==> config.mk <==
export PLATFORM = sky130hd
export DESIGN_NAME = tws_wave_timer
export DESIGN_NICKNAME = d
export VERILOG_FILES = /design/src/verilog/tws_pkg.sv /design/src/verilog/tws_delay_counter.sv /design/src/verilog/tws_wave_timer.sv
export SDC_FILE = /design/constraint.sdc
export NUM_CORES = 1
export LEC_CHECK = 0
export ABC_CLOCK_PERIOD_IN_PS = 3500
export BUFFER_PORTS_ARGS = -buffer_cell sky130_fd_sc_hd__buf_2
export CORE_MARGIN = 3
export CORE_UTILIZATION = 55
export CTS_BUF_LIST = sky130_fd_sc_hd__clkbuf_4
export DETAILED_ROUTE_END_ITERATION = 10
export PLACE_DENSITY = 0.81
export SLEW_MARGIN = 0
export SYNTH_ARGS = -nofsm -noshare
export SYNTH_HDL_FRONTEND = slang
export SYNTH_SLANG_ARGS = --single-unit
==> constraint.sdc <==
create_clock -name mclk -period 3.5 [get_ports mclk]
set_input_delay 0.175 -clock mclk [delete_from_list [all_inputs] [get_ports mclk]]
set_output_delay 0.175 -clock mclk [all_outputs]
set_load 0.03 [all_outputs]
==> src/verilog/tws_pkg.sv <==
// package: register map, field layout, reset values and types of the wave-shaping timer
package tws_pkg;

  localparam int          ADR_W          = 8;
  localparam int          DAT_W          = 32;
  localparam int          CNT_W          = 4;
  localparam int          TRIM_W         = 3;

  // register indices; byte address is four times the index
  localparam logic [5:0]  IDX_CLAMP_REL  = 6'h34;
  localparam logic [5:0]  IDX_SUPPLY_RES = 6'h35;
  localparam logic [5:0]  IDX_STOP_RET   = 6'h36;
  localparam logic [5:0]  IDX_CLAMP_REC  = 6'h37;
  localparam logic [5:0]  IDX_RES_REST   = 6'h38;
  localparam logic [5:0]  IDX_TRIM_RO    = 6'h39;
  localparam logic [5:0]  IDX_STATUS     = 6'h3a;

  // nibble positions inside an 8-bit register
  localparam int          NIB_LO         = 0;
  localparam int          NIB_HI         = 4;

  // status register bit positions
  localparam int          ST_DRV_LSB     = 0;
  localparam int          ST_MOD_BIT     = 4;
  localparam int          ST_RUN_BIT     = 5;
  localparam int          ST_TRAIL_BIT   = 6;
  localparam int          ST_ORDER_BIT   = 7;

  // values after reset, the last count of the delay counter and the zero read word
  localparam logic [3:0]  RST_DELAY      = 4'h0;
  localparam logic [2:0]  RST_TRIM       = 3'h0;
  localparam logic [3:0]  CNT_LAST       = 4'hf;
  localparam logic [31:0] RD_ZERO        = 32'h0000_0000;

  typedef struct packed {
    logic [3:0] clamp_release_delay;
    logic [3:0] mod_supply_start_delay;
    logic [3:0] mod_resistance_delay;
    logic [3:0] drive_stop_delay;
    logic [3:0] rf_supply_return_delay;
    logic [3:0] clamp_reconnect_delay;
    logic [3:0] drive_resistance_restore_delay;
  } tws_timing_t;

  typedef struct packed {
    logic clamp_released;
    logic on_modulation_supply;
    logic modulation_resistance;
    logic drive_stopped;
  } tws_drv_t;

  typedef enum {
    TWS_IDLE,
    TWS_LEAD,
    TWS_HOLD,
    TWS_TRAIL
  } tws_phase_t;

endpackage : tws_pkg

==> src/verilog/tws_delay_counter.sv <==
// module: carrier-period counter restarted at each modulation edge
module tws_delay_counter (
  input  wire logic                       mclk,
  input  wire logic                       rst_b,
  input  wire logic                       start,
  output logic [tws_pkg::CNT_W-1:0]       count,
  output logic                            running
);

  // count runs 0..15 after a start, then parks; a fresh start restarts it
  always_ff @(posedge mclk)
  begin
    if (!rst_b)
    begin
      count   <= tws_pkg::RST_DELAY;
      running <= 1'b0;
    end
    else if (start)
    begin
      count   <= tws_pkg::RST_DELAY;
      running <= 1'b1;
    end
    else if (running)
    begin
      if (count == tws_pkg::CNT_LAST)
      begin
        running <= 1'b0;
      end
      else
      begin
        count <= count + 4'h1;
      end
    end
  end

endmodule : tws_delay_counter

==> src/verilog/tws_wave_timer.sv <==
// module: wave-shaping timer for the transmit driver with a classic wishbone slave
// Function
// - release the supply clamp after the clamp release delay in carrier periods
// - after modulation supply start delay, move driver onto the modulation supply
// - switch driver to modulation resistance after the first resistance delay
// - stop the transmit driver after the drive stop delay
// - return the driver onto the rf supply after the return delay
// - reconnect the supply clamp after the clamp reconnect delay
// - restore driving resistance after the second resistance delay
// - report a read-only 3-bit oscillator trim result, centre code 011b
//
// Added by the designer: the Wishbone interface to the registers.
module tws_wave_timer (
  input  wire logic                         mclk,
  input  wire logic                         rst_b,
  input  wire logic                         wb_cyc_i,
  input  wire logic                         wb_stb_i,
  input  wire logic                         wb_we_i,
  input  wire logic [tws_pkg::ADR_W-1:0]    wb_adr_i,
  input  wire logic [3:0]                   wb_sel_i,
  input  wire logic [tws_pkg::DAT_W-1:0]    wb_dat_i,
  output logic      [tws_pkg::DAT_W-1:0]    wb_dat_o,
  output logic                              wb_ack_o,
  input  wire logic                         mod_start,
  input  wire logic                         mod_end,
  input  wire logic [tws_pkg::TRIM_W-1:0]   oscillator_trim_in,
  output tws_pkg::tws_drv_t                 drv
);

  tws_pkg::tws_timing_t                     tim;
  tws_pkg::tws_phase_t                      phase;
  tws_pkg::tws_phase_t                      next_phase;
  logic [tws_pkg::TRIM_W-1:0]               trim_meta;
  logic [tws_pkg::TRIM_W-1:0]               oscillator_trim_readout;
  logic [tws_pkg::CNT_W-1:0]                count;
  logic                                     running;
  logic                                     cnt_start;
  logic                                     bus_req;
  logic                                     bus_wr;
  logic [5:0]                               idx;
  logic                                     aligned;
  logic [7:0]                               wr_byte;
  logic [tws_pkg::DAT_W-1:0]                next_dat;
  logic                                     lead_on;
  logic                                     trail_on;
  logic                                     fire_clamp_rel;
  logic                                     fire_supply;
  logic                                     fire_mod_res;
  logic                                     fire_stop;
  logic                                     fire_return;
  logic                                     fire_clamp_rec;
  logic                                     fire_res_rest;
  logic                                     order_warn;

  // bus decode
  assign bus_req = wb_cyc_i & wb_stb_i & ~wb_ack_o;
  assign idx     = wb_adr_i[7:2];
  assign aligned = (wb_adr_i[1:0] == 2'h0);
  assign bus_wr  = bus_req & wb_we_i & wb_sel_i[0] & aligned;
  assign wr_byte = wb_dat_i[7:0];

  // ack one cycle after the request, dropped the cycle after; unmapped reads give zero
  always_ff @(posedge mclk)
  begin
    if (!rst_b)
    begin
      wb_ack_o <= 1'b0;
    end
    else
    begin
      wb_ack_o <= bus_req;
    end
  end

  // timing fields; reserved nibbles are not stored, so they always read zero
  always_ff @(posedge mclk)
  begin
    if (!rst_b)
    begin
      tim.clamp_release_delay            <= tws_pkg::RST_DELAY;
      tim.mod_supply_start_delay         <= tws_pkg::RST_DELAY;
      tim.mod_resistance_delay           <= tws_pkg::RST_DELAY;
      tim.drive_stop_delay               <= tws_pkg::RST_DELAY;
      tim.rf_supply_return_delay         <= tws_pkg::RST_DELAY;
      tim.clamp_reconnect_delay          <= tws_pkg::RST_DELAY;
      tim.drive_resistance_restore_delay <= tws_pkg::RST_DELAY;
    end
    else if (bus_wr)
    begin
      unique case (idx)
        tws_pkg::IDX_CLAMP_REL:
        begin
          tim.clamp_release_delay <= wr_byte[tws_pkg::NIB_LO +: 4];
        end
        tws_pkg::IDX_SUPPLY_RES:
        begin
          tim.mod_supply_start_delay <= wr_byte[tws_pkg::NIB_HI +: 4];
          tim.mod_resistance_delay   <= wr_byte[tws_pkg::NIB_LO +: 4];
        end
        tws_pkg::IDX_STOP_RET:
        begin
          tim.drive_stop_delay       <= wr_byte[tws_pkg::NIB_HI +: 4];
          tim.rf_supply_return_delay <= wr_byte[tws_pkg::NIB_LO +: 4];
        end
        tws_pkg::IDX_CLAMP_REC:
        begin
          tim.clamp_reconnect_delay <= wr_byte[tws_pkg::NIB_LO +: 4];
        end
        tws_pkg::IDX_RES_REST:
        begin
          tim.drive_resistance_restore_delay <= wr_byte[tws_pkg::NIB_HI +: 4];
        end
        default:
        begin
          tim <= tim;
        end
      endcase
    end
  end

  // read mux
  always_comb
  begin
    next_dat = tws_pkg::RD_ZERO;
    if (aligned)
    begin
      unique case (idx)
        tws_pkg::IDX_CLAMP_REL:
        begin
          next_dat[tws_pkg::NIB_LO +: 4] = tim.clamp_release_delay;
        end
        tws_pkg::IDX_SUPPLY_RES:
        begin
          next_dat[tws_pkg::NIB_HI +: 4] = tim.mod_supply_start_delay;
          next_dat[tws_pkg::NIB_LO +: 4] = tim.mod_resistance_delay;
        end
        tws_pkg::IDX_STOP_RET:
        begin
          next_dat[tws_pkg::NIB_HI +: 4] = tim.drive_stop_delay;
          next_dat[tws_pkg::NIB_LO +: 4] = tim.rf_supply_return_delay;
        end
        tws_pkg::IDX_CLAMP_REC:
        begin
          next_dat[tws_pkg::NIB_LO +: 4] = tim.clamp_reconnect_delay;
        end
        tws_pkg::IDX_RES_REST:
        begin
          next_dat[tws_pkg::NIB_HI +: 4] = tim.drive_resistance_restore_delay;
        end
        tws_pkg::IDX_TRIM_RO:
        begin
          next_dat[tws_pkg::TRIM_W-1:0] = oscillator_trim_readout;
        end
        tws_pkg::IDX_STATUS:
        begin
          next_dat[tws_pkg::ST_DRV_LSB +: 4] = drv;
          next_dat[tws_pkg::ST_MOD_BIT]      = (phase == tws_pkg::TWS_LEAD) |
                                               (phase == tws_pkg::TWS_HOLD);
          next_dat[tws_pkg::ST_RUN_BIT]      = running;
          next_dat[tws_pkg::ST_TRAIL_BIT]    = (phase == tws_pkg::TWS_TRAIL);
          next_dat[tws_pkg::ST_ORDER_BIT]    = order_warn;
        end
        default:
        begin
          next_dat = tws_pkg::RD_ZERO;
        end
      endcase
    end
  end

  // read data is captured with the ack and held until the next request
  always_ff @(posedge mclk)
  begin
    if (!rst_b)
    begin
      wb_dat_o <= tws_pkg::RD_ZERO;
    end
    else if (bus_req)
    begin
      wb_dat_o <= next_dat;
    end
  end

  // trim code arrives from the analogue side, so it is synchronised first
  always_ff @(posedge mclk)
  begin
    if (!rst_b)
    begin
      trim_meta               <= tws_pkg::RST_TRIM;
      oscillator_trim_readout <= tws_pkg::RST_TRIM;
    end
    else
    begin
      trim_meta               <= oscillator_trim_in;
      oscillator_trim_readout <= trim_meta;
    end
  end

  // a start later than the clamp release would switch supplies against the clamp
  assign order_warn = (tim.mod_supply_start_delay > tim.clamp_release_delay);

  // phase sequencing; an end during the leading window jumps straight to trailing
  always_comb
  begin
    next_phase = phase;
    unique case (phase)
      tws_pkg::TWS_IDLE:
      begin
        if (mod_start)
        begin
          next_phase = tws_pkg::TWS_LEAD;
        end
      end
      tws_pkg::TWS_LEAD:
      begin
        if (mod_end)
        begin
          next_phase = tws_pkg::TWS_TRAIL;
        end
        else if (!running)
        begin
          next_phase = tws_pkg::TWS_HOLD;
        end
      end
      tws_pkg::TWS_HOLD:
      begin
        if (mod_end)
        begin
          next_phase = tws_pkg::TWS_TRAIL;
        end
      end
      tws_pkg::TWS_TRAIL:
      begin
        if (mod_start)
        begin
          next_phase = tws_pkg::TWS_LEAD;
        end
        else if (!running)
        begin
          next_phase = tws_pkg::TWS_IDLE;
        end
      end
    endcase
  end

  always_ff @(posedge mclk)
  begin
    if (!rst_b)
    begin
      phase <= tws_pkg::TWS_IDLE;
    end
    else
    begin
      phase <= next_phase;
    end
  end

  // counter restarts on every edge that opens a window
  assign cnt_start = (next_phase == tws_pkg::TWS_LEAD  && phase != tws_pkg::TWS_LEAD) |
                     (next_phase == tws_pkg::TWS_TRAIL && phase != tws_pkg::TWS_TRAIL);

  tws_delay_counter u_counter (
    .mclk    (mclk),
    .rst_b   (rst_b),
    .start   (cnt_start),
    .count   (count),
    .running (running)
  );

  // window gating keeps a stale count from firing actions of the other edge
  assign lead_on  = running & (phase == tws_pkg::TWS_LEAD);
  assign trail_on = running & (phase == tws_pkg::TWS_TRAIL);

  assign fire_clamp_rel = lead_on  & (count == tim.clamp_release_delay);
  assign fire_supply    = lead_on  & (count == tim.mod_supply_start_delay);
  assign fire_mod_res   = lead_on  & (count == tim.mod_resistance_delay);
  assign fire_stop      = trail_on & (count == tim.drive_stop_delay);
  assign fire_return    = trail_on & (count == tim.rf_supply_return_delay);
  assign fire_clamp_rec = trail_on & (count == tim.clamp_reconnect_delay);
  assign fire_res_rest  = trail_on & (count == tim.drive_resistance_restore_delay);

  // supply clamp
  always_ff @(posedge mclk)
  begin
    if (!rst_b)
    begin
      drv.clamp_released <= 1'b0;
    end
    else if (fire_clamp_rel)
    begin
      drv.clamp_released <= 1'b1;
    end
    else if (fire_clamp_rec)
    begin
      drv.clamp_released <= 1'b0;
    end
  end

  // driver supply selection
  always_ff @(posedge mclk)
  begin
    if (!rst_b)
    begin
      drv.on_modulation_supply <= 1'b0;
    end
    else if (fire_supply)
    begin
      drv.on_modulation_supply <= 1'b1;
    end
    else if (fire_return)
    begin
      drv.on_modulation_supply <= 1'b0;
    end
  end

  // driver resistance
  always_ff @(posedge mclk)
  begin
    if (!rst_b)
    begin
      drv.modulation_resistance <= 1'b0;
    end
    else if (fire_mod_res)
    begin
      drv.modulation_resistance <= 1'b1;
    end
    else if (fire_res_rest)
    begin
      drv.modulation_resistance <= 1'b0;
    end
  end

  // driver stop lasts until the trailing window closes or a new interval opens
  always_ff @(posedge mclk)
  begin
    if (!rst_b)
    begin
      drv.drive_stopped <= 1'b0;
    end
    else if (fire_stop)
    begin
      drv.drive_stopped <= 1'b1;
    end
    else if (cnt_start || (phase == tws_pkg::TWS_TRAIL && !running))
    begin
      drv.drive_stopped <= 1'b0;
    end
  end

endmodule : tws_wave_timer

; ---- Word-level counts from Yosys, hierarchy flattened
; Cells that the tools add are included.
[word_totals]
out_inout_bits = 37
ff_bits = 108
[op_classes]
eq_ne = 25
n_mux = 22
reduce_logical = 18
bitwise_logic = 19
add_sub_neg = 1
n_lt_le_gt_ge = 1
[ops]
columns = cell, count
row1 = 32-bit 2-to-1 mux, 6
row2 = "32-bit by 2-bit equality test with 1-bit output, second input constant", 4
row3 = 32-bit case mux with 4 select lines, 1
row4 = "32-bit by 3-bit equality test with 1-bit output, second input constant", 3
row5 = "6-bit equality test, second input constant", 7
row6 = "32-bit by 1-bit equality test with 1-bit output, second input constant", 1
row7 = 32-bit zero test, 1
row8 = "32-bit by 2-bit inequality test with 1-bit output, second input constant", 1
row9 = "32-bit by 3-bit inequality test with 1-bit output, second input constant", 1
row10 = 4-bit equality test, 7
row11 = 3-bit case mux with 6 select lines, 1
row12 = 4-bit case mux with 4 select lines, 1
row13 = 1-bit AND, 14
row14 = 2-bit AND reduction, 6
row15 = 1-bit 2-to-1 mux, 11
row16 = 8-bit 2-to-1 mux, 1
row17 = 2-bit nonzero test, 4
row18 = 1-bit case mux with 5 select lines, 1
row19 = "4-bit by 1-bit adder with 4-bit output, second input constant", 1
row20 = "4-bit equality test, second input constant", 1
row21 = 4-bit greater-than comparator, 1
row22 = 1-bit logical AND, 3
row23 = 1-bit NOT, 3
row24 = 2-bit zero test, 1
row25 = other kinds (4), 5

; ---- Depth between registers and ports, before layout
[depth]
word_depth = 9
depth_mapped = 8

; ---- Modules after synthesis
; A second synthesis with hierarchy kept.
[hier_totals]
cells_unflattened = 462
hier_area_um2 = 4012.6
[modules_own_cells]
columns = module, seq_area_each_um2, instances, area_each_um2, cells_each
row1 = tws_wave_timer, 1581.5, 1, 3787.4, 437
row2 = tws_delay_counter, 100.1, 1, 225.2, 25

; ---- Least setup slack after synthesis
; No wires, ideal clock.
[synth_path]
path_kind = register to register
from = reg phase[20]
to = reg phase[20]
required_ns = 3.384
synth_period_minus_slack_ns = 2.085
stages_incl_launch_ff = 7
t_arrival_ns = 1.968
path_slack_ns = 1.415
path_cell_list = dfxtp_1 > or4_4 > or4_4 > nor3_1 > o32ai_2 > clkbuf_2 > and3_2
[synth_via]
elab_chain_len = 3
[synth_lines]
columns = item, line
row1 = "start, declared", tws_wave_timer.sv:31  ; tws_pkg::tws_phase_t phase;
row2 = "start signal, assigned", tws_wave_timer.sv:250  ; phase <= tws_pkg::TWS_IDLE;
row3 = "start signal, assigned", tws_wave_timer.sv:254  ; phase <= next_phase;
row4 = branches (longest 2 deep; another with 32-bit by 2-bit equality test with 1-bit output), -
row5 = 32-bit case mux with 4 select lines *, tws_wave_timer.sv:206  ; unique case (phase)
; Mark *: on every way between the ends.
; A chain may end at the register's enable or synchronous reset.

; ---- Worst setup path after layout
[layout_path]
from = reg wb_ack_o
to = reg tim[22] (netlist bit)
[layout_via]
elab_chain_len = 6
[layout_lines]
columns = item, line
row1 = "start, declared", tws_wave_timer.sv:23  ; output logic wb_ack_o,
row2 = "start signal, assigned", tws_wave_timer.sv:71  ; wb_ack_o <= bus_req;
row3 = 1-bit NOT, tws_wave_timer.sv:56  ; assign bus_req = wb_cyc_i & wb_stb_i & ~wb_ack_o;
row4 = 1-bit AND, tws_wave_timer.sv:56
row5 = 1-bit AND (3 in a row), tws_wave_timer.sv:59  ; assign bus_wr = bus_req & wb_we_i & wb_sel_i[0] & aligned;
row6 = 2-bit AND reduction (no source line), -
row7 = "end signal, assigned", tws_wave_timer.sv:115  ; tim <= tim;
row8 = "end, declared", tws_wave_timer.sv:30  ; tws_pkg::tws_timing_t tim;
; No other way between the ends.

==> impl_metrics.yaml <==
run_status:
  status: "completed"
hold_path:
  min_path_cells: 3
  min_from: "wb_dat_i[3]"
  min_to: "tim[11]"
  min_path_type: "in2reg"
floorplan:
  initial_core_util_pct: 58.9
  dieArea_um2: 8080
  fp.dieH_um: 89.9
  die_w_um: 89.9
  fp.coreArea_um2: 6570
  io_pins: 91
  core.rowCount: 29
critical_path:
  cpPeakStageDelay_ns: 0.51
  cp_num_buf_inv: 1
  crit_slowest_cell: "and3_1"
  crit_type: "reg2reg"
  crit_top_cell: "nand2_1"
  r2r_end: "tim[22]"
  critPathTopFamily: "simple AND/OR/NAND/NOR gates"
  cp_max_fo: 15
  required_ns: 3.80
  worstPathCellList: "nand3b_1 -> nor3_1 -> and3_1 -> buf_4 -> nand2_1 -> nand2_1 -> a21oi_1"
  path_depth: 7
  crit_path_end_kind: "flop"
  startpoint_type: "flop"
  arrival_ns: 2.87
  reg2reg_from: "wb_ack_o"
  rr_worst_depth: 7
  r2r_slack_ns: 0.93
power:
  p_leak_nw: 1.73
  switching_share_pct: 29.8
  netSwitchingPower_mw: 0.504
  p_int_mw: 1.19
  powerDensity_nw_per_um2: 403
  clkPwrFrac_pct: 29.0
  seqPwrFrac_pct: 58.7
  irDropWorstVdd_mv: 0.220
  comb_power_share_pct: 12.3
sta:
  setup-tns-final_ns: 0
  tightest_slew_ns: 0.956
  fin_crit_sh_pct: 73.5
  drv_slew: 0
  setup_viol: 0
  hold_viol_final: 0
  finClkSkew_ns: 0.0244
  max_slew_margin_pct: 35.8
  max_freq_mhz: 389
  period_needed_ns: 2.57
  rsz0062_at_grt: "no"
detailed_routing:
  vias_per_cell: 5.64
  postRouteAntennaNets: 0
  wl_mm: 8.80
  dr.first_iter.drc_count: 199
  firstDrtPassIters: 5
  num_vias: 3201
  wl_per_cell_um: 15.5
  drc: 0
yosys:
  synth_edf_count: 0
  synth-compound-area-share_pct: 13.4
  synthFlopType: "dfxtp_1"
  yosysWarnings: 0
  synth_seq_cells: 84
  synth_area_um2: 3870
  synth_largest_area_cell: "dfxtp_1"
  synth_common_cells: "dfxtp_1, nand2_1, a21oi_1"
  synth_xor_area_share_pct: 7.02
  yosys-mux-area-fraction_pct: 2.91
  syn_avg_cell_area_um2: 8.87
  ys_async_sr_fraction_pct: 0
  synth_most_common_cell: "dfxtp_1"
  synth_top_family_by_area: "simple AND/OR/NAND/NOR gates"
  yosysSeqAreaShare_pct: 43.5
  synth_cell_types: 49
  synth-simple-area-share_pct: 23.6
  synthTopCellsByArea: "dfxtp_1, buf_4, a21oi_1"
  synth_top_area_share_pct: 43.5
  synthAdderAreaFrac_pct: 1.62
  syn_inst: 436
cts:
  cts_tree: "yes"
  numCtsBuffers: 9
  post_cts_buffers: 0
  htree_levels: 3
  cts.repair.resized: 0
  postCtsHoldBufs: 7
  clkLatencyLatePin_ns: 0.45
  cts.sinks: 84
  clockBufferDepth: 2
  cts_root_buf: "clkbuf_4"
  clkTransAtPathRegs_ns: 0.14
cells_and_area:
  drive_gt1_share_pct: 14.1
  area_growth_pct: 8.47
  n_fill_cell: 529
  insertedDiodeCount: 0
  nets: 530
  final_util_pct: 63.9
placed_design:
  gp_congestion: 0.897
  hpwl_mm: 6.23
  port_buffers: 39
grt:
  grt-ovfl-total: 0
  grtUsageTotal_pct: 21.7
  grt_pass1_vias: 3019
  grt_max_degree: 28
  grt_pass1_wl_mm: 14.3
  antenna_found_initial: 0
flow_run:
  drv_cap: 0
==> metal layers <==
| layer | share of wire (%) | up-vias | track usage (%) |
|---|---|---|---|
| met2 | 46 | 157 | 35.9 |
| met4 | 2.2 | 0 | 10.3 |
| met5 | 0 | - | 0 |
| li1 | - | 1552 | - |
| met3 | 7.0 | 21 | 4.09 |
| met1 | 45 | 1471 | 27.4 |
==> power groups by stage <==
stage	Sequential [mW]	Clock [mW]	Combinational [mW]
finish	0.993	0.491	0.208
global placement	1.01	0	0.192
global route	0.996	0.535	0.226
detailed placement	1.01	0	0.198
floorplan	1.01	0	0.171
CTS	0.992	0.495	0.205
==> tightest hold or removal path, cell delays in order <==
cell and delay [ns]:
buf_2 0.13, nand3_1 0.07, a21oi_1 0.05
==> kinds of logic after synthesis <==
family	after synthesis
XOR/XNOR	31
adder cells (fa/ha/maj)	5
multiplexers	10
buffers and inverters	55
AO/OA/AOI/OAI	76
other	1
flip-flops	84
AND/OR/NAND/NOR	174
==> cells in the final DEF, fill, tap and decap left out, drive strengths merged, types with 2 or more instances in the layout <==
cell type,count
nor2,26
buf,42
o21ai,7
inv,9
a221o,3
a31oi,2
a21oi,30
nor3,9
and2,23
nor4,12
nor2b,8
clkbuf,9
o21a,2
a22oi,15
ha,5
xnor2,16
dfxtp,84
o32a,2
mux2i,9
conb,24
nand2b,6
o22ai,4
clkinvlp,3
or2,2
xor2,15
nand4,6
nand2,35
dlygate4sd3,7
and3,17
or4,2
nand3,25
==> worst max-delay path by stage <==
stage          startpoint   endpoint  slack, ns
2_1_floorplan   phase[20]  phase[20]       1.42
3_3_place_gp     wb_ack_o    tim[20]       1.08
3_5_place_dp     wb_ack_o    tim[15]       1.02
4_1_cts          phase[7]  phase[20]       0.97
5_1_grt          wb_ack_o    tim[23]       0.74
6_report         wb_ack_o    tim[22]       0.93
==> final cells by class <==
cell class,instances,area (um^2),area share [%]
multi-input combinational,320,1970,46.9
sequential,84,1680,40.1
inverter,7,26.3,0.626
clock inverter,6,48.8,1.16
clock buffer,9,67.6,1.61
tap,93,116,2.77
timing repair buffer,49,288,6.86
==> through the flow <==
stage	setup slack (ns)	std cells	hold slack [ns]	total power, mW	instance area [um^2]
floorplan	1.42	459	0.302	1.18	3960
global placement	1.08	546	0.384	1.20	4010
detailed placement	1.02	546	0.383	1.21	4010
CTS	0.970	568	0.00532	1.69	4200
global route	0.741	568	0.0219	1.76	4200
finish	0.928	568	0.0127	1.69	4200
==> sequential cells by signal, indices dropped and copies added, names as in the netlist <==
register	cells
drv	4
u_counter.running	1
oscillator_trim_readout	3
tim	28
trim_meta	3
u_counter.count	4
wb_ack_o	1
phase	32
wb_dat_o	8
Note: power is estimated with default switching activity, not from simulation.
